[src/rtl/rfct_pkg.sv]
// Constants and types shared by the countdown timer pair.
// Assumes a 100 MHz pclk and an APB master with 8-bit byte addresses.
package rfct_pkg;

	// Bus geometry
	localparam int APB_AW = 8;
	localparam int APB_DW = 32;
	localparam int IDX_W  = 6;
	localparam int CNT_W  = 16;
	localparam int NUM_TIMERS = 2;

	// Register indices; byte address is four times the index
	localparam logic [IDX_W-1:0] IDX_GLOBAL_CTRL   = 6'h0E;
	localparam logic [IDX_W-1:0] IDX_A_CONTROL     = 6'h0F;
	localparam logic [IDX_W-1:0] IDX_A_RELOAD_HIGH = 6'h10;
	localparam logic [IDX_W-1:0] IDX_A_RELOAD_LOW  = 6'h11;
	localparam logic [IDX_W-1:0] IDX_A_COUNT_HIGH  = 6'h12;
	localparam logic [IDX_W-1:0] IDX_A_COUNT_LOW   = 6'h13;
	localparam logic [IDX_W-1:0] IDX_B_CONTROL     = 6'h14;
	localparam logic [IDX_W-1:0] IDX_B_RELOAD_HIGH = 6'h15;
	localparam logic [IDX_W-1:0] IDX_B_RELOAD_LOW  = 6'h16;
	localparam logic [IDX_W-1:0] IDX_B_COUNT_HIGH  = 6'h17;
	localparam logic [IDX_W-1:0] IDX_B_COUNT_LOW   = 6'h18;
	localparam logic [IDX_W-1:0] IDX_IRQ_STATUS    = 6'h1F;

	// Field layout of the global control byte
	localparam int GC_MASK_LSB = 0;
	localparam int GC_RUN_LSB  = 4;

	// Control byte: bits 6 and 2 are reserved
	localparam logic [7:0] CTRL_WMASK = 8'hBB;
	localparam logic [7:0] CTRL_RESET = 8'h00;
	localparam logic [7:0] BYTE_ZERO  = 8'h00;
	localparam logic [CNT_W-1:0] CNT_ZERO = 16'h0000;
	localparam logic [CNT_W-1:0] CNT_ONE  = 16'h0001;

	// Start modes
	localparam logic [1:0] START_HOST     = 2'b00;
	localparam logic [1:0] START_TX_END   = 2'b01;
	localparam logic [1:0] START_TRIM_NOU = 2'b10;
	localparam logic [1:0] START_TRIM_UFL = 2'b11;

	// Clock selects
	localparam logic [1:0] CLK_FAST  = 2'b00;
	localparam logic [1:0] CLK_SLOW  = 2'b01;
	localparam logic [1:0] CLK_CAS10 = 2'b10;
	localparam logic [1:0] CLK_CAS11 = 2'b11;

	// Timing: reference rate derived from pclk by a fractional accumulator
	localparam int PCLK_KHZ = 100000;
	localparam int REF_KHZ  = 13560;
	localparam int ACC_W    = 17;
	localparam logic [ACC_W-1:0] ACC_STEP = ACC_W'(REF_KHZ);
	localparam logic [ACC_W-1:0] ACC_MOD  = ACC_W'(PCLK_KHZ);
	localparam logic [ACC_W-1:0] ACC_ZERO = 17'h00000;
	// 13.56 MHz / 64 = 211.875 kHz
	localparam int SLOW_DIV_W = 6;
	localparam logic [SLOW_DIV_W-1:0] SLOW_LAST = 6'h3F;
	localparam logic [SLOW_DIV_W-1:0] SLOW_ZERO = 6'h00;

	typedef struct packed {
		logic       stop_on_receive;
		logic       rsv6;
		logic [1:0] start_mode;
		logic       auto_restart;
		logic       rsv2;
		logic [1:0] clock_select;
	} rfct_ctrl_t;

	typedef struct packed {
		logic             tick;
		logic             start;
		logic             stop;
		logic             trim_no_underflow;
		logic             auto_restart;
		logic [CNT_W-1:0] reload;
	} rfct_cmd_t;

	typedef struct packed {
		logic [CNT_W-1:0] count;
		logic             running;
		logic             underflow;
	} rfct_core_state_t;

endpackage : rfct_pkg

[src/rtl/rfct_down_counter.sv]
// One 16-bit countdown timer with reload, auto-restart and trim handling.
// Assumes start/stop/tick are one-cycle pulses synchronous to pclk.
`timescale 1ns/1ps
module rfct_down_counter
	import rfct_pkg::*;
(
	input  wire logic             pclk,
	input  wire logic             presetn,
	input  wire rfct_cmd_t        cmd,
	output rfct_core_state_t      state
);

	rfct_core_state_t s_q;
	rfct_core_state_t s_d;

	always_comb
	begin
		s_d = s_q;
		s_d.underflow = 1'b0;
		if (cmd.start)
		begin
			s_d.count   = cmd.reload;
			s_d.running = 1'b1;
		end
		else if (cmd.stop)
			s_d.running = 1'b0;
		else if (s_q.running && cmd.tick)
		begin
			if (s_q.count != CNT_ZERO)
				s_d.count = s_q.count - CNT_ONE;
			else if (!cmd.trim_no_underflow)
			begin
				// Trimming without underflow holds at zero until the next edge
				s_d.underflow = 1'b1;
				if (cmd.auto_restart)
					s_d.count = cmd.reload;
				else
					s_d.running = 1'b0;
			end
		end
	end

	always_ff @(posedge pclk or negedge presetn)
	begin
		if (!presetn)
			s_q <= '0;
		else
			s_q <= s_d;
	end

	assign state = s_q;
endmodule : rfct_down_counter

[src/rtl/rfct_timers.sv]
// Two cascadable countdown timers with their APB register file.
// Assumes APB master on pclk; event inputs are one-cycle pulses on pclk.
// What this block does
// - First timer loads reload bytes on start
// - Reload writes only matter at next start or auto-restart reload
// - Live count readable as high, low bytes
// - Stop-on-receive halts after first four bits
// - Stop-on-receive ignored in trimming modes
// - Start mode 00: host start only
// - Start mode 01: start at transmit end
// - Mode 10: trimming, no underflow, edge start/stop
// - Mode 11: trimming with underflow, edge start/stop
// - Auto-restart reloads at zero, keeps counting
// - Without auto-restart stop at zero
// - Underflow sets the sticky interrupt flag
// - Clock select 00 fast, 01 slow
// - Second timer cascades: 10 first, 11 third
// - Second timer loads its own reload bytes
// - First timer cascades: 10 third, 11 second
// - Global run bits change only where masked
// - Running status bit, masked start/stop
`timescale 1ns/1ps
module rfct_timers
	import rfct_pkg::*;
(
	input  wire logic              pclk,
	input  wire logic              presetn,
	input  wire logic              psel,
	input  wire logic              penable,
	input  wire logic              pwrite,
	input  wire logic [APB_AW-1:0] paddr,
	input  wire logic [APB_DW-1:0] pwdata,
	output logic      [APB_DW-1:0] prdata,
	output logic                   pready,
	output logic                   pslverr,
	input  wire logic              tx_done,
	input  wire logic              rx_first_bits,
	input  wire logic              trim_ref,
	input  wire logic              third_timer_underflow,
	output logic                   timer_a_running,
	output logic                   timer_b_running,
	output logic                   timer_b_irq_flag
);

	typedef struct packed {
		logic [ACC_W-1:0]                 acc;
		logic [SLOW_DIV_W-1:0]            slow_cnt;
		logic                             fast_tick;
		logic                             slow_tick;
		logic                             trim_ref_prev;
		rfct_ctrl_t [NUM_TIMERS-1:0]      ctrl;
		logic [NUM_TIMERS-1:0][CNT_W-1:0] reload;
		logic [NUM_TIMERS-1:0]            irq;
		logic [APB_DW-1:0]                rdata;
		logic                             err;
	} rfct_state_t;

	rfct_state_t                      s_q;
	rfct_state_t                      s_d;
	rfct_cmd_t [NUM_TIMERS-1:0]       cmd;
	rfct_core_state_t [NUM_TIMERS-1:0] core;
	logic [NUM_TIMERS-1:0]            host_start;
	logic [NUM_TIMERS-1:0]            host_stop;
	logic                             setup_ph;
	logic                             write_ph;
	logic                             dec_ok;
	logic [IDX_W-1:0]                 dec_idx;
	logic                             trim_edge;
	logic                             irq_clr_b;

	// Byte address to index; misaligned or unknown is unmapped
	function automatic logic [IDX_W:0] decode(input logic [APB_AW-1:0] addr);
		logic [IDX_W-1:0] idx;
		logic             ok;
		idx = addr[APB_AW-1:2];
		ok  = (addr[1:0] == 2'b00) &&
			((idx >= IDX_GLOBAL_CTRL && idx <= IDX_B_COUNT_LOW) || idx == IDX_IRQ_STATUS);
		return {ok, idx};
	endfunction : decode

	// Count clock selection shared by both timers
	function automatic logic sel_tick(
		input logic [1:0] sel,
		input logic       fast,
		input logic       slow,
		input logic       cas10,
		input logic       cas11
	);
		logic t;
		unique case (sel)
			CLK_FAST:  t = fast;
			CLK_SLOW:  t = slow;
			CLK_CAS10: t = cas10;
			CLK_CAS11: t = cas11;
		endcase
		return t;
	endfunction : sel_tick

	assign setup_ph  = psel && !penable;
	assign write_ph  = psel && penable && pwrite;
	assign {dec_ok, dec_idx} = decode(paddr);
	assign trim_edge = trim_ref && !s_q.trim_ref_prev;
	assign irq_clr_b = write_ph && dec_ok && dec_idx == IDX_IRQ_STATUS && pwdata[1];

	// Masked global write: mask bit picks which run bit the write touches
	genvar gi;
	generate
		for (gi = 0; gi < NUM_TIMERS; gi++)
		begin : g_timer
			logic mode_trim;
			logic auto_start;
			logic auto_stop;
			logic hit_gc;

			assign hit_gc        = write_ph && dec_ok && dec_idx == IDX_GLOBAL_CTRL;
			assign host_start[gi] = hit_gc && pwdata[GC_MASK_LSB+gi] &&
				pwdata[GC_RUN_LSB+gi];
			assign host_stop[gi]  = hit_gc && pwdata[GC_MASK_LSB+gi] &&
				!pwdata[GC_RUN_LSB+gi];
			assign mode_trim = s_q.ctrl[gi].start_mode[1];
			// Mode 00 has no automatic start source at all
			assign auto_start =
				(s_q.ctrl[gi].start_mode == START_TX_END && tx_done) ||
				(mode_trim && trim_edge && !core[gi].running);
			assign auto_stop =
				(s_q.ctrl[gi].stop_on_receive && !mode_trim && rx_first_bits) ||
				(mode_trim && trim_edge && core[gi].running);

			// Host command beats any automatic event in the same cycle
			assign cmd[gi].start = host_start[gi] || (auto_start && !host_stop[gi]);
			assign cmd[gi].stop  = host_stop[gi] || (auto_stop && !host_start[gi]);
			assign cmd[gi].trim_no_underflow =
				s_q.ctrl[gi].start_mode == START_TRIM_NOU;
			assign cmd[gi].auto_restart = s_q.ctrl[gi].auto_restart;
			assign cmd[gi].reload       = s_q.reload[gi];

			rfct_down_counter u_counter (
				.pclk    (pclk),
				.presetn (presetn),
				.cmd     (cmd[gi]),
				.state   (core[gi])
			);
		end
	endgenerate

	// Cascade: underflow pulses are registered, so no combinational loop
	assign cmd[0].tick = sel_tick(s_q.ctrl[0].clock_select, s_q.fast_tick, s_q.slow_tick,
		third_timer_underflow, core[1].underflow);
	assign cmd[1].tick = sel_tick(s_q.ctrl[1].clock_select, s_q.fast_tick, s_q.slow_tick,
		core[0].underflow, third_timer_underflow);

	always_comb
	begin
		logic [ACC_W-1:0] acc_sum;
		acc_sum = s_q.acc + ACC_STEP;
		s_d = s_q;
		s_d.trim_ref_prev = trim_ref;

		// Fractional divider: average 13.56 MHz from 100 MHz, jitter one pclk
		s_d.fast_tick = 1'b0;
		s_d.slow_tick = 1'b0;
		if (acc_sum >= ACC_MOD)
		begin
			s_d.acc       = acc_sum - ACC_MOD;
			s_d.fast_tick = 1'b1;
			s_d.slow_cnt  = s_q.slow_cnt + 6'h01;
			s_d.slow_tick = (s_q.slow_cnt == SLOW_LAST);
		end
		else
			s_d.acc = acc_sum;

		// Read data captured in setup so the access phase answers from flops
		if (setup_ph)
		begin
			s_d.err   = !dec_ok;
			s_d.rdata = '0;
			if (dec_ok && !pwrite)
			begin
				unique case (dec_idx)
					IDX_GLOBAL_CTRL:
						s_d.rdata[GC_RUN_LSB +: NUM_TIMERS] =
							{core[1].running, core[0].running};
					IDX_A_CONTROL:     s_d.rdata[7:0] = s_q.ctrl[0];
					IDX_A_RELOAD_HIGH: s_d.rdata[7:0] = s_q.reload[0][15:8];
					IDX_A_RELOAD_LOW:  s_d.rdata[7:0] = s_q.reload[0][7:0];
					IDX_A_COUNT_HIGH:  s_d.rdata[7:0] = core[0].count[15:8];
					IDX_A_COUNT_LOW:   s_d.rdata[7:0] = core[0].count[7:0];
					IDX_B_CONTROL:     s_d.rdata[7:0] = s_q.ctrl[1] & CTRL_WMASK;
					IDX_B_RELOAD_HIGH: s_d.rdata[7:0] = s_q.reload[1][15:8];
					IDX_B_RELOAD_LOW:  s_d.rdata[7:0] = s_q.reload[1][7:0];
					IDX_B_COUNT_HIGH:  s_d.rdata[7:0] = core[1].count[15:8];
					IDX_B_COUNT_LOW:   s_d.rdata[7:0] = core[1].count[7:0];
					IDX_IRQ_STATUS:    s_d.rdata[NUM_TIMERS-1:0] = s_q.irq;
					default:           s_d.rdata = '0;
				endcase
			end
		end

		// Writes land only on the access edge; reload bytes never touch the count
		if (write_ph && dec_ok)
		begin
			unique case (dec_idx)
				IDX_A_CONTROL:     s_d.ctrl[0] = pwdata[7:0] & CTRL_WMASK;
				IDX_A_RELOAD_HIGH: s_d.reload[0][15:8] = pwdata[7:0];
				IDX_A_RELOAD_LOW:  s_d.reload[0][7:0]  = pwdata[7:0];
				IDX_B_CONTROL:     s_d.ctrl[1] = pwdata[7:0] & CTRL_WMASK;
				IDX_B_RELOAD_HIGH: s_d.reload[1][15:8] = pwdata[7:0];
				IDX_B_RELOAD_LOW:  s_d.reload[1][7:0]  = pwdata[7:0];
				IDX_IRQ_STATUS:    s_d.irq = s_q.irq & ~pwdata[NUM_TIMERS-1:0];
				default:           s_d.irq = s_d.irq;
			endcase
		end

		// Set after clear so a same-cycle underflow is never lost
		for (int i = 0; i < NUM_TIMERS; i++)
			if (core[i].underflow)
				s_d.irq[i] = 1'b1;
	end

	always_ff @(posedge pclk or negedge presetn)
	begin
		if (!presetn)
		begin
			s_q          <= '0;
			s_q.ctrl[0]  <= CTRL_RESET;
			s_q.ctrl[1]  <= CTRL_RESET;
		end
		else
			s_q <= s_d;
	end

	// Zero wait states; the host must not read counts mid-reception
	assign pready           = 1'b1;
	assign prdata           = s_q.rdata;
	assign pslverr          = psel && penable && s_q.err;
	assign timer_a_running  = core[0].running;
	assign timer_b_running  = core[1].running;
	assign timer_b_irq_flag = s_q.irq[1];
endmodule : rfct_timers

[config.mk]
export PLATFORM = sky130hd
export DESIGN_NAME = rfct_timers
export DESIGN_NICKNAME = d
export VERILOG_FILES = /design/src/rtl/rfct_pkg.sv /design/src/rtl/rfct_down_counter.sv /design/src/rtl/rfct_timers.sv
export SDC_FILE = /design/constraint.sdc
export NUM_CORES = 1
export LEC_CHECK = 0
export ABC_AREA = 0
export BUFFER_PORTS_ARGS = -buffer_cell sky130_fd_sc_hd__clkbuf_2
export CELL_PAD_IN_SITES_DETAIL_PLACEMENT = 0
export CELL_PAD_IN_SITES_GLOBAL_PLACEMENT = 1
export CORE_MARGIN = 2
export CORE_UTILIZATION = 46
export CTS_CLUSTER_SIZE = 8
export DETAILED_ROUTE_END_ITERATION = 10
export GPL_TIMING_DRIVEN = 0
export PLACE_DENSITY_LB_ADDON = 0.1
export REMOVE_ABC_BUFFERS = 1
export SYNTH_ARGS = -nofsm -noshare
export SYNTH_HDL_FRONTEND = slang
export SYNTH_SLANG_ARGS = --single-unit
[constraint.sdc]
create_clock -name pclk -period 4.25 [get_ports pclk]
set_clock_uncertainty 0.15 [all_clocks]
set_input_delay 1.275 -clock pclk [delete_from_list [all_inputs] [get_ports pclk]]
set_output_delay 1.275 -clock pclk [all_outputs]
set_load 0.02 [all_outputs]
Yosys cells after proc, flatten, opt, wreduce, memory -nomap -nowiden
Index checks and enable logic that the tools add are counted.
{"block": "op_classes", "eq_ne": 33, "addsub": 5, "bitwise": 2, "n_lt_le_gt_ge": 3, "reduce_logical": 84, "mux": 35}
{"op": "2-to-1 mux 16 bit", "n": 6}
{"op": "2-to-1 mux 18 bit", "n": 4}
{"op": "equality test 6 x 5 -> 1 bit, second input constant", "n": 10}
{"op": "2-to-1 mux 17 bit", "n": 3}
{"op": "case mux 2 bit (11 select lines)", "n": 2}
{"op": "case mux 2 bit (10 select lines)", "n": 2}
{"op": "logical AND 1 bit", "n": 34}
{"op": "nonzero test 16 bit", "n": 2}
{"op": "subtractor 16 x 1 -> 16 bit, second input constant", "n": 2}
{"op": "!= test 3 bit, second input constant", "n": 6}
{"op": "adder 17 x 14 -> 17 bit, second input constant", "n": 1}
{"op": "greater-or-equal comparator 17 bit, second input constant", "n": 1}
{"op": "subtractor 17 bit, second input constant", "n": 1}
{"op": "AND reduction 2 bit", "n": 8}
{"op": "AND reduction 4 bit", "n": 4}
{"op": "zero test 1 bit", "n": 14}
{"op": "equality test 2 bit, second input constant", "n": 6}
{"op": "equality test 6 x 4 -> 1 bit, second input constant", "n": 2}
{"op": "nonzero test 2 bit", "n": 6}
{"op": "nonzero test 3 bit", "n": 4}
{"op": "2-to-1 mux 1 bit", "n": 10}
{"op": "2-to-1 mux 2 bit", "n": 5}
{"op": "logical OR 1 bit", "n": 9}
{"op": "equality test 2 x 1 -> 1 bit, second input constant", "n": 4}
{"op": "11 further kinds", "n": 16}
{"block": "word_totals", "word_cells": 189, "in_bits": 49, "output_inout_bits": 37, "regBits": 141}

Logic depth before layout (Yosys ltp)
Gate-level depths: netlist of the first run.
{"block": "depth", "ltp_word": 13, "mapped_depth": 14, "depth_no_buf": 12}

Hierarchy
From an unflattened synthesis of the first run, not the netlist that was laid out.
{"block": "unflattened", "cells_unflattened": 762, "hier_area_um2": 7405.9}
{"module": "rfct_timers", "seq_area_each_um2": 1951.9, "area_per_inst_um2": 4753.3, "n_inst": 1, "cells_each": 462}
{"module": "rfct_down_counter", "seq_area_each_um2": 450.4, "area_per_inst_um2": 1326.3, "n_inst": 2, "cells_each": 150}

Worst setup path after synthesis of the first run
Ideal clock, no wire load.
{"block": "synth_timing", "path_type": "input -> register", "start": "input paddr[7]", "end": "register g_timer[1].u_counter.s_q (netlist bit g_timer[1].u_counter.state[16])", "n_path_buf": 2, "setup_slack_ns": 0.710, "setup_time_ns": 0.126, "required_ns": 3.974, "cell_stages": 8, "arrival_time_ns": 3.264, "path_cell_list": "clkbuf_1 or3_1 nor4_4 a221o_2 nor2b_1 a31o_2 buf_2 a221o_1"}
{"block": "synth_between", "elab_chain_cells": 13, "word_cells_on_any_way": 24, "cone_classes": "order compare: 2; eq/ne: 4; mux: 1; reduce/logical: 17"}
{"element": "start, declared", "line_no": "rfct_timers.sv:31", "rtl": "input wire logic [APB_AW-1:0] paddr,"}
{"element": "greater-or-equal comparator 6 x 4 -> 1 bit or less-or-equal comparator 6 x 5 -> 1 bit (tied branches)", "line_no": "rfct_timers.sv:77", "rtl": "((idx >= IDX_GLOBAL_CTRL && idx <= IDX_B_COUNT_LOW) || idx == IDX_IRQ_STATUS);"}
{"element": "logical AND 1 bit", "line_no": "rfct_timers.sv:77"}
{"element": "logical OR 1 bit", "line_no": "rfct_timers.sv:77"}
{"element": "logical AND 1 bit", "line_no": "rfct_timers.sv:76", "rtl": "ok = (addr[1:0] == 2'b00) &&"}
{"element": "logical AND 1 bit", "line_no": "rfct_timers.sv:115", "rtl": "assign hit_gc = write_ph && dec_ok && dec_idx == IDX_GLOBAL_CTRL;"}
{"element": "logical AND 1 bit (*)", "line_no": "rfct_timers.sv:115"}
{"element": "logical AND 1 bit (*)", "line_no": "rfct_timers.sv:116, rfct_timers.sv:118"}
{"element": "logical AND 1 bit (on tied branches)", "line_no": "rfct_timers.sv:118, rfct_timers.sv:116"}
{"element": "zero test 1 bit (on tied branches)", "line_no": "rfct_timers.sv:130, rfct_timers.sv:131"}
{"element": "logical AND 1 bit (on tied branches)", "line_no": "rfct_timers.sv:130, rfct_timers.sv:131"}
{"element": "logical OR 1 bit (on tied branches)", "line_no": "rfct_timers.sv:130, rfct_timers.sv:131"}
{"element": "!= test 3 bit (no source line) (tied with other cells)"}
{"element": "AND reduction 4 bit (no source line)"}
{"element": "end signal, assigned", "line_no": "rfct_down_counter.sv:46", "rtl": "s_q <= '0;"}
{"element": "end signal, assigned", "line_no": "rfct_down_counter.sv:48", "rtl": "s_q <= s_d;"}
{"element": "end, declared", "line_no": "rfct_down_counter.sv:13", "rtl": "rfct_core_state_t s_q;"}
Every way passes the cells marked *; elsewhere a longest branch is shown, timed or not.
A chain may end at the register's enable or synchronous reset.

Worst setup path in the final report of the first run
{"block": "layout_timing", "start": "input paddr[3]", "end": "register g_timer[0].u_counter.s_q (netlist bit g_timer[0].u_counter.state[15])"}
{"block": "layout_between", "elab_chain_cells": 13, "word_cells_on_any_way": 24, "cone_classes": "order compare: 2; eq/ne: 4; mux: 1; reduce/logical: 17"}
{"element": "greater-or-equal comparator 6 x 4 -> 1 bit or less-or-equal comparator 6 x 5 -> 1 bit (tied branches)", "line_no": "rfct_timers.sv:77"}
{"element": "logical AND 1 bit", "line_no": "rfct_timers.sv:77"}
{"element": "logical OR 1 bit", "line_no": "rfct_timers.sv:77"}
{"element": "logical AND 1 bit", "line_no": "rfct_timers.sv:76"}
{"element": "logical AND 1 bit", "line_no": "rfct_timers.sv:115"}
{"element": "logical AND 1 bit (*)", "line_no": "rfct_timers.sv:115"}
{"element": "logical AND 1 bit (*)", "line_no": "rfct_timers.sv:116, rfct_timers.sv:118"}
{"element": "logical AND 1 bit (on tied branches)", "line_no": "rfct_timers.sv:118, rfct_timers.sv:116"}
{"element": "zero test 1 bit (on tied branches)", "line_no": "rfct_timers.sv:130, rfct_timers.sv:131"}
{"element": "logical AND 1 bit (on tied branches)", "line_no": "rfct_timers.sv:130, rfct_timers.sv:131"}
{"element": "logical OR 1 bit (on tied branches)", "line_no": "rfct_timers.sv:130, rfct_timers.sv:131"}
{"element": "!= test 3 bit (no source line) (tied with other cells)"}
{"element": "AND reduction 4 bit (no source line)"}
{"element": "end signal, assigned", "line_no": "rfct_down_counter.sv:46"}
{"element": "end signal, assigned", "line_no": "rfct_down_counter.sv:48"}
{"element": "end, declared", "line_no": "rfct_down_counter.sv:13"}
Marks and branches as above.

==> metrics.yaml, run 1 <==
route:
  drc: 0
  drt-pass1-iter-count: 7
  wirelength_um: 20200
  wl_per_cell_um: 19.9
  vias: 6031
  routed_via_density: 5.91
  drt-initial-drc-count: 391
  ant_nets: 0
placement:
  dpl_worst_slack_ns: -0.195
  gp_congestion: 0.904
  post-dp-hpwl_um: 14700
  place_area_sq_um: 7510
  port_buffers: 36
die:
  dieArea_sq_um: 17100
  die_h_um: 131
  core_sq_um: 15800
  die_w_um: 131
  ios: 86
  rows: 46
  floorplan.initialDensity_pct: 46.7
pwr:
  p_per_area_nw_per_um2: 383
  p_seq_share_pct: 38.5
  p_sw_mw: 0.851
  ir_drop_mv: 0.275
  total_leakage_power_nw: 3.59
  switching_share_pct: 27.3
  p_int_mw: 2.27
  power_frac_clock_pct: 50.0
  combPwrFrac_pct: 11.5
sta:
  finalSetupTns_ns: 0
  timing.hold.ws_ns: 0.321
  tightest_slew_ns: 1.14
  hold_viol_final: 0
  final_max_slew_viol_count: 0
  setup_viol: 0
  period_needed_ns: 4.05
  layout_setup_ws_ns: 0.197
  min_period_over_period_pct: 95.4
  maxSlewHeadroom_pct: 23.0
  rsz0062_at_grt: "false"
  clock.fmax_ghz: 0.247
clocking:
  ctsResizeCount: 0
  cts_buffer_depth: 2
  postCtsHoldBufs: 0
  cts_tree: "yes"
  cts-root-buf: "clkbuf_16"
  clk_pin_slew_worst_paths_ns: 0.06
  worstSkewPairLatency_ns: 0.43
  cts_made_buffers: 17
  htree_levels: 4
  cts.sinks: 114
  post_cts_buffers: 0
run_status:
  outcome: "finished, final reports clean"
final_layout:
  drive_gt1_share_pct: 18.8
  n_antenna_cell: 0
  design_area_sq_um: 8150
  fillers: 1470
  syn2layout_area_growth_pct: 10.6
  final_nets: 849
  utilization_pct: 51.7
synth:
  yosys.area.top_type_share_pct: 38.7
  yosysSeqAreaShare_pct: 38.7
  postSynthCellCount: 784
  synthArstFlopShare_pct: 100
  synth_area_leaders: "dfrtp_1 39%, mux2_2 7.8%, nand2_1 3.8%"
  netlist.top_cell.by_area: "dfrtp_1"
  ys.warnings.count: 0
  synth.distinct_cells: 84
  synth_edf_count: 0
  synth-seq-cells: 114
  avgSynthCellArea_sq_um: 9.40
  synth-main-ff-cell: "dfrtp_1"
  synthesis.area_sq_um: 7370
setup_path:
  cpPeakStageDelay_ns: 0.63
  cp.arrival_ns: 4.20
  cp.required_ns: 4.40
  crit_chain: "clkbuf_2 -> nand2b_1 -> nor4_4 -> nand2_1 -> mux2i_2 -> o21ai_1 -> nand2_1 -> o211ai_1"
  r2r_cells: 9
  slowest_stage: "nor4_4"
  worstPathMaxFanout: 28
  critPathLaunchType: "input port"
  crit_type: "in -> reg"
  worstSetupEndpointType: "flip-flop"
  crit_top_cell: "nand2_1"
flow_run:
  maxCapViolCount: 0
global_route:
  antenna_found_initial: 0
  grt_overflow_total: 0
  grt_pass1_wl_um: 31600
  grt_usage_pct: 24.7
  first_global_vias: 5622
  grt_max_degree: 60
min_path:
  whs_path_depth: 1
  hold_path.class: "reg -> reg"
per-layer routing:
layer	part of all wire, %	up-vias	global-route usage (%)	wire [um]
met5	0	-	0	0
met4	2.4	0	9.51	496
met3	4.9	39	4.76	997
met2	47	182	39.2	9510
met1	46	2967	33.7	9240
li1	-	2843	-	-
worst max-delay path: cells and delay by family:
| family | cells | cell delay (ns) |
|---|---|---|
| AOI/OAI and AO/OA | 2 | 0.49 |
| muxes | 1 | 0.54 |
| buffers and inverters | 1 | 0.58 |
| and+or+nand+nor | 4 | 1.30 |
path summary, 6_finish.rpt:
path | start | end | slack [ns]
min in group asynchronous | presetn | cmd[0]$_DFFE_PN0P_ | 0.65
worst max-delay path | paddr[3] | g_timer[0].u_counter.state[15]$_DFFE_PN0P_ | 0.20
worst min-delay path | s_q[91]$_DFFE_PN0N_ | s_q[91]$_DFFE_PN0N_ | 0.32
max in group asynchronous | presetn | prdata[6]$_DFFE_PN0P_ | 2.63
worst min register to register | s_q[91]$_DFFE_PN0N_ | s_q[91]$_DFFE_PN0N_ | 0.32
worst max register to register | s_q[95]$_DFF_PN0_ | s_q[90]$_DFFE_PN0N_ | 0.40
cell usage after synthesis, types with 10 or more instances:
cell      count
xnor2_1      26
nor4_1       11
nor2_1       51
nor2b_1      10
a21oi_1      32
dfrtp_1     114
inv_1        25
clkbuf_1     22
a221o_1      11
mux2i_1      16
nand3_1      24
nor3_1       25
mux2_2       51
nand2_1      74
buf_4        34
o21ai_0      54
nand2b_1     11
cells by family (layout without fill, tap and decap cells):
group / Yosys count / after routing / synth area share [%]
muxes: 72 / 72 / 11.4
other: 2 / 25 / 0.102
buffers and inverters: 97 / 94 / 7.18
adders and majority gates: 9 / 9 / 1.53
xor gates and xnor gates: 32 / 32 / 3.80
and+or+nand+nor: 275 / 275 / 20.2
DFF: 114 / 114 / 38.7
AOI/OAI and AO/OA: 183 / 183 / 17.1
cell type report:
| cell class | instances | area (sq um) | share of cell area (%) |
|---|---|---|---|
| Multi-Input combinational cell | 596 | 4080 | 50.0 |
| Sequential cell | 114 | 2850 | 35.0 |
| Clock buffer | 18 | 439 | 5.39 |
| Tap cell | 216 | 270 | 3.32 |
| Timing Repair Buffer | 37 | 216 | 2.66 |
| Clock inverter | 14 | 203 | 2.49 |
| Inverter | 25 | 93.8 | 1.15 |
stage by stage:
stage | total power [mW] | cells
after CTS | 3.14 | 1020
after global placement | 1.56 | 987
after global routing | 3.25 | 1020
final | 3.12 | 1020
after floorplan | 1.43 | 735
after detailed placement | 1.58 | 988
power by group through the flow:
stage                     clock network [mW]  logic (mW)  registers (mW)
final                                   1.56       0.359            1.20
after global routing                    1.64       0.407            1.21
after CTS                               1.58       0.358            1.20
after detailed placement                   0       0.357            1.22
after global placement                     0       0.346            1.22
after floorplan                            0       0.236            1.20
registers in the layout, indices dropped and copies added, names as in the netlist:
name and count:
cmd 34, g_timer.mode_trim 2, g_timer.u_counter.state 36, prdata 8
s_q 33, timer_b_irq_flag 1
cell usage in the layout, fill, tap and decap left out, types with 9 or more instances in the layout:
master	count
o21ai_0	54
clkbuf_16	17
a21oi_1	32
clkbuf_2	35
ha_1	9
nor3_1	25
nand2_1	74
xnor2_1	26
a221o_1	11
nand2b_1	11
nand3_1	24
nor4_1	11
dfrtp_1	114
nor2_1	51
inv_1	25
conb_1	25
mux2i_1	16
nor2b_1	10
mux2_2	51
Note: power is estimated with default switching activity, not from simulation.
==> inputs of run 2 (changes only) <==
CELL_PAD_IN_SITES_GLOBAL_PLACEMENT = 2   (was 1)
CORE_UTILIZATION = 37   (was 46)
==> run 2 against run 1 <==
Maximum frequency grew 0.75%. Final cell count is 4.8% higher. Via count up 2.7%. Global-route usage fell by 3.3 points. Cell area rose by 0.68%.
==> metrics.yaml, run 2 (synthesized netlist as in run 1, its figures left out) <==
run_status:
  outcome: "finished, final reports clean"
final_layout:
  fillers: 1969  # +34%
  largest_register_ffs: 36  # unchanged
  syn2layout_area_growth_pct: 11.3
  final-seq-area_sq_um: 2850  # unchanged
  mostFrequentLayoutCell: "dfrtp_1"
  multi_input_area_sq_um: 4090  # +0.40%
  utilization_pct: 42.0  # -9.7 points
  n_antenna_cell: 0  # unchanged
  final_nets: 849  # unchanged
  drive_gt1_share_pct: 18.8  # unchanged
  final_cell_mix: "114 x dfrtp_1, 74 x nand2_1, 54 x o21ai_0"
die:
  rows: 51  # +11%
  ios: 86  # unchanged
  die_w_um: 145  # +11%
  core_sq_um: 19500  # +24%
  floorplan.initialDensity_pct: 37.8  # -9.0 points
  dieArea_sq_um: 21100  # +24%
  die_h_um: 145  # +11%
pwr:
  power_frac_clock_pct: 49.0  # -1.0 points
  switching_share_pct: 28.1  # +0.78 points
  p_seq_share_pct: 39.1  # +0.6 points
  combPwrFrac_pct: 11.9  # +0.4 points
  p_sw_mw: 0.862  # +1.3%
  totalPowerFinal_mw: 3.07  # -1.5%
  total_leakage_power_nw: 3.58  # -0.33%
  p_int_mw: 2.21  # -2.6%
  ir_drop_mv: 0.226  # -18%
  p_per_area_nw_per_um2: 374  # -2.2%
setup_path:
  cp.arrival_ns: 4.17  # -0.03 ns
  crit_type: "in -> reg"
  slowest_stage: "nor4_4"
  crit_chain: "buf_2 -> nand2b_1 -> nor4_4 -> a221o_2 -> or3_1 -> o21ai_0 -> a221o_1"
  worstSetupEndpointType: "flip-flop"
  worstPathMaxFanout: 28  # unchanged
  crit_buf_inv: 1  # unchanged
  crit_path_start: "paddr[3]"
  cp.required_ns: 4.39  # about the same
  cpPeakStageDelay_ns: 0.62  # about the same
  worst_path_dominant_cell_family: "simple AND/OR/NAND/NOR gates"
  critPathLaunchType: "input port"
  r2r_start: "s_q[95]$_DFF_PN0_"
sta:
  min_period_over_period_pct: 94.7  # -0.71 points
  rsz0062_at_grt: "false"
  final_max_slew_viol_count: 0  # unchanged
  hold_viol_final: 0  # unchanged
  setup_viol: 0  # unchanged
  clock.fmax_ghz: 0.249  # +0.75%
  tightest_slew_ns: 1.06  # -0.0814 ns
  maxSlewHeadroom_pct: 28.5  # +5.5 points
  period_needed_ns: 4.02  # -0.0300 ns
global_route:
  antenna_found_initial: 0  # unchanged
  grt_use_met2_pct: 35.2  # -4.0 points
  grt_pass1_wl_um: 35400  # +12%
  grt_usage_pct: 21.4  # -3.3 points
  grt_use_met3_pct: 3.87  # -0.90 points
  first_global_vias: 6077  # +8.1%
  grt_max_degree: 79  # +32%
  use_met1_pct: 29.5  # -4.2 points
  grt.busiest_layer: "met2"
  grt_overflow_total: 0  # unchanged
clocking:
  clk_pin_slew_worst_paths_ns: 0.06  # about the same
  post_cts_buffers: 0  # unchanged
  cts_buffer_depth: 2  # unchanged
  cts_tree: "yes"
  cts-root-buf: "clkbuf_16"
  worstSkewPairLatency_ns: 0.41  # -0.02 ns
  htree_levels: 4  # unchanged
  postCtsHoldBufs: 0  # unchanged
  cts.sinks: 114  # unchanged
  cts_made_buffers: 17  # unchanged
placement:
  gp_congestion: 0.881  # -2.5%
  port_buffers: 36  # unchanged
  post-dp-hpwl_um: 16100  # +9.5%
route:
  ant_nets: 0  # unchanged
  drc: 0  # unchanged
  wirelength_um: 22000  # +8.8%
  wl_per_cell_um: 20.6  # +3.8%
  routed_via_density: 5.80  # -2.0%
  drt-initial-drc-count: 418  # +6.9%
  drt-pass1-iter-count: 5  # -2
  vias: 6196  # +2.7%
min_path:
  worstHoldStart: "g_timer[1].u_counter.state[0]$_DFF_PN0_"
  hold_path.class: "reg -> reg"
flow_run:
  maxCapViolCount: 0  # unchanged
[run 2: cell types whose count changed in the layout (fill, tap and decap cells not counted), sizes merged]
cell | before | now
clkbuf | 54 | 53
bufinv | 4 | 3
clkinv | 3 | 4
buf | 1 | 2
inv | 28 | 27
clkinvlp | 4 | 5
[run 2: cell type report]
cell class	count	share of cell area (%)
clock buffers	18	5.35
clock inverters	14	2.20
inverters	25	1.14
multi-input cells	596	49.9
flip-flops and latches	114	34.8
well taps	265	4.04
repair buffers	37	2.64
[run 2: repair_timing]
| action | CTS | global route |
|---|---|---|
| endpoints found under the hold margin | 0 | 0 |
| endpoints found under the setup margin | 0 | 15 |
| gates resized for setup | 0 | 3 |
[run 2: layer usage]
metal | vias up | share of wire, %
li1 | 2854 | -
met3 | 12 | 4.2
met1 | 3145 | 47
met4 | 0 | 1.1
met2 | 185 | 48
met5 | - | 0
[run 2: worst paths after layout]
kind                                                        endpoint  slack (ns)  cells after the start
max                        g_timer[1].u_counter.state[9]$_DFFE_PN0P_        0.23                      7
min                                     timer_b_irq_flag$_DFFE_PN0P_        0.32                      1
max reg2reg                                       s_q[101]$_DFF_PN0_        0.48                     11
min reg2reg                             timer_b_irq_flag$_DFFE_PN0P_        0.32                      1
max in group asynchronous                        cmd[31]$_DFFE_PN0P_        2.62                      2
min in group asynchronous  g_timer[0].u_counter.state[2]$_DFFE_PN0P_        0.62                      1
[run 2: through the flow]
| step | TNS (ns) | hold WS [ns] | area, sq um | cells | worst slack (ns) |
|---|---|---|---|---|---|
| after floorplan | 0 | 0.273 | 7020 | 735 | 0.848 |
| after global placement | -9.23 | 0.311 | 7530 | 1036 | -0.285 |
| after detailed placement | -3.81 | 0.309 | 7570 | 1037 | -0.309 |
| after CTS | 0 | 0.328 | 8190 | 1069 | 0.125 |
| after global routing | 0 | 0.346 | 8210 | 1069 | 0.0543 |
| final | 0 | 0.318 | 8210 | 1069 | 0.227 |
[run 2: power by group through the flow]
stage / clock [mW] / combinational, mW / sequential (mW)
3_5_place_dp: 0 / 0.365 / 1.22
5_1_grt: 1.58 / 0.411 / 1.21
6_report: 1.51 / 0.365 / 1.20
3_3_place_gp: 0 / 0.354 / 1.22
4_1_cts: 1.53 / 0.367 / 1.20
2_1_floorplan: 0 / 0.236 / 1.20
==> inputs of run 3 (changes only) <==
BUFFER_PORTS_ARGS = -buffer_cell sky130_fd_sc_hd__buf_4   (was -buffer_cell sky130_fd_sc_hd__clkbuf_2)
==> run 3 against run 2 <==
Clock power grew 11%. Worst hold slack got worse by 0.0047 ns. Combinational power rose by 2%. Critical path depth up 1. Worst setup slack better by 0.20 ns. Wire length up 0.87%. Count of clock-buffer cells in the layout is 1 higher. Sequential cell count did not move. Core utilization up 0.72 points. Cell area is 1.7% higher. Via count is 1.3% lower. Largest power group unchanged. Highest routed layer unchanged.
==> metrics.yaml, run 3 (synthesized netlist as in run 1, its figures left out) <==
run_status:
  outcome: "finished, final reports clean"
setup_path:
  crit_path_start: "paddr[3]"
  critPathLaunchType: "input port"
  worstPathMaxFanout: 28  # unchanged
  crit_type: "in -> reg"
  reg2reg_slack_ns: 0.52  # +0.04 ns
  critPathCapture: "g_timer[0].u_counter.state[11]$_DFFE_PN0P_"
  cp.arrival_ns: 3.96  # -0.21 ns
  worstSetupEndpointType: "flip-flop"
  cp.required_ns: 4.39  # about the same
  r2r-end: "s_q[101]$_DFF_PN0_"
  r2r_start: "s_q[95]$_DFF_PN0_"
  r2r_cells: 11  # unchanged
placement:
  dp_cells: 1037  # unchanged
  port_buffers: 36  # unchanged
  post-dp-hpwl_um: 16000  # -0.35%
  gp_congestion: 0.870  # -1.2%
clocking:
  clk_pin_slew_worst_paths_ns: 0.06  # about the same
  cts_made_buffers: 17  # unchanged
  cts.sinks: 114  # unchanged
  postCtsHoldBufs: 0  # unchanged
  cts_tree: "yes"
  cts_buffer_depth: 2  # unchanged
  cts-root-buf: "clkbuf_16"
  ctsResizeCount: 0  # unchanged
  post_cts_buffers: 0  # unchanged
  worstSkewPairLatency_ns: 0.42  # about the same
  htree_levels: 4  # unchanged
global_route:
  grt_max_degree: 86  # +8.9%
  first_global_vias: 5839  # -3.9%
  grt_usage_pct: 21.2  # -0.22 points
  antenna_found_initial: 0  # unchanged
  grt_pass1_wl_um: 34600  # -2.4%
  grt_overflow_total: 0  # unchanged
sta:
  rsz0062_at_grt: "false"
  final_max_slew_viol_count: 0  # unchanged
  period_needed_ns: 3.82  # -0.201 ns
  min_period_over_period_pct: 89.9  # -4.7 points
  hold_viol_final: 0  # unchanged
  tightest_slew_ns: 1.08  # +0.0250 ns
  clock.fmax_ghz: 0.262  # +5.3%
  setup_viol: 0  # unchanged
  maxSlewHeadroom_pct: 26.8  # -1.7 points
  finalSetupTns_ns: 0  # unchanged
route:
  drt-initial-drc-count: 541  # +29%
  wirelength_um: 22200  # +0.87%
  ant_nets: 0  # unchanged
  wl_per_cell_um: 20.8  # +0.87%
  drt-pass1-iter-count: 7  # +2
  vias: 6116  # -1.3%
  routed_via_density: 5.72  # -1.3%
  drc: 0  # unchanged
final_layout:
  final_nets: 849  # unchanged
  final-seq-area_sq_um: 2850  # unchanged
  drive_gt1_share_pct: 18.8  # unchanged
  final_cell_mix: "114 x dfrtp_1, 74 x nand2_1, 54 x o21ai_0"
  syn2layout_area_growth_pct: 13.2
  multi_input_area_sq_um: 4080  # -0.21%
  largest_register_ffs: 36  # unchanged
  final_cells: 1069  # unchanged
  mostFrequentLayoutCell: "dfrtp_1"
  utilization_pct: 42.8  # +0.72 points
  fillers: 1959  # -0.51%
  n_antenna_cell: 0  # unchanged
die:
  floorplan.initialDensity_pct: 37.8  # unchanged
  rows: 51  # unchanged
  ios: 86  # unchanged
  die_w_um: 145  # unchanged
  die_h_um: 145  # unchanged
  core_sq_um: 19500  # unchanged
  dieArea_sq_um: 21100  # unchanged
pwr:
  p_per_area_nw_per_um2: 389  # +3.8%
  ir_drop_mv: 0.235  # +4.3%
  totalPowerFinal_mw: 3.25  # +5.6%
  total_leakage_power_nw: 3.65  # +1.8%
min_path:
  hold_path.class: "reg -> reg"
flow_run:
  maxCapViolCount: 0  # unchanged
-- run 3: cell types whose count changed in the layout (fill, tap and decap cells not counted), sizes merged --
cell / change
clkbuf: -34
clkinv: +1
buf: +35
inv: -2
clkinvlp: -3
bufinv: +3
-- run 3: metrics by stage --
stage | hold WS, ns | setup WS (ns) | instance area (sq um)
after global routing | 0.339 | 0.201 | 8350
after floorplan | 0.273 | 0.848 | 7020
after global placement | 0.311 | 0.0331 | 7620
final | 0.314 | 0.429 | 8350
after CTS | 0.315 | 0.311 | 8340
after detailed placement | 0.303 | 0.0293 | 7660
-- run 3: report_power, final --
| part | switching, mW | internal [mW] | total (mW) | leakage, nW |
|---|---|---|---|---|
| Clock | 0.537 | 1.13 | 1.67 | 0.329 |
| Sequential | 0.0738 | 1.13 | 1.20 | 1.50 |
| Combinational | 0.229 | 0.145 | 0.374 | 1.82 |
-- run 3: worst min-delay path by stage --
stage	from	to	depth (start not counted)
3_5_place_dp	g_timer[1].u_counter.state[0]$_DFF_PN0_	timer_b_irq_flag$_DFFE_PN0P_	1
4_1_cts	g_timer[1].u_counter.state[0]$_DFF_PN0_	timer_b_irq_flag$_DFFE_PN0P_	1
3_3_place_gp	s_q[0]$_DFFE_PN0P_	s_q[0]$_DFFE_PN0P_	2
5_1_grt	s_q[33]$_DFFE_PN0P_	s_q[33]$_DFFE_PN0P_	1
6_report	g_timer[1].u_counter.state[0]$_DFF_PN0_	timer_b_irq_flag$_DFFE_PN0P_	1
2_1_floorplan	g_timer[1].u_counter.state[0]$_DFF_PN0_	timer_b_irq_flag$_DFFE_PN0P_	1
-- run 3: metal layers --
metal | vias up | routed length (um) | GRT usage, %
met2 | 192 | 10500 | 33.9
met1 | 3057 | 10200 | 28.9
met5 | - | 0 | 0
met3 | 20 | 1130 | 5.22
li1 | 2847 | - | -
met4 | 0 | 372 | 5.49
-- run 3: layout make-up --
type	instances	area share, %
tap	265	3.97
inverter	25	1.12
multi-input combinational	596	48.9
clock inverter	13	2.77
clock buffer	19	5.43
sequential	114	34.2
timing repair buffer	37	3.61
-- run 3: critical path, stage by stage --
cell	delay, ns
buf_4	0.34
nand2b_1	0.25
nor4_4	0.62
nand2_1	0.20
mux2i_2	0.58
o21ai_1	0.41
nand2_1	0.18
o21ai_0	0.09
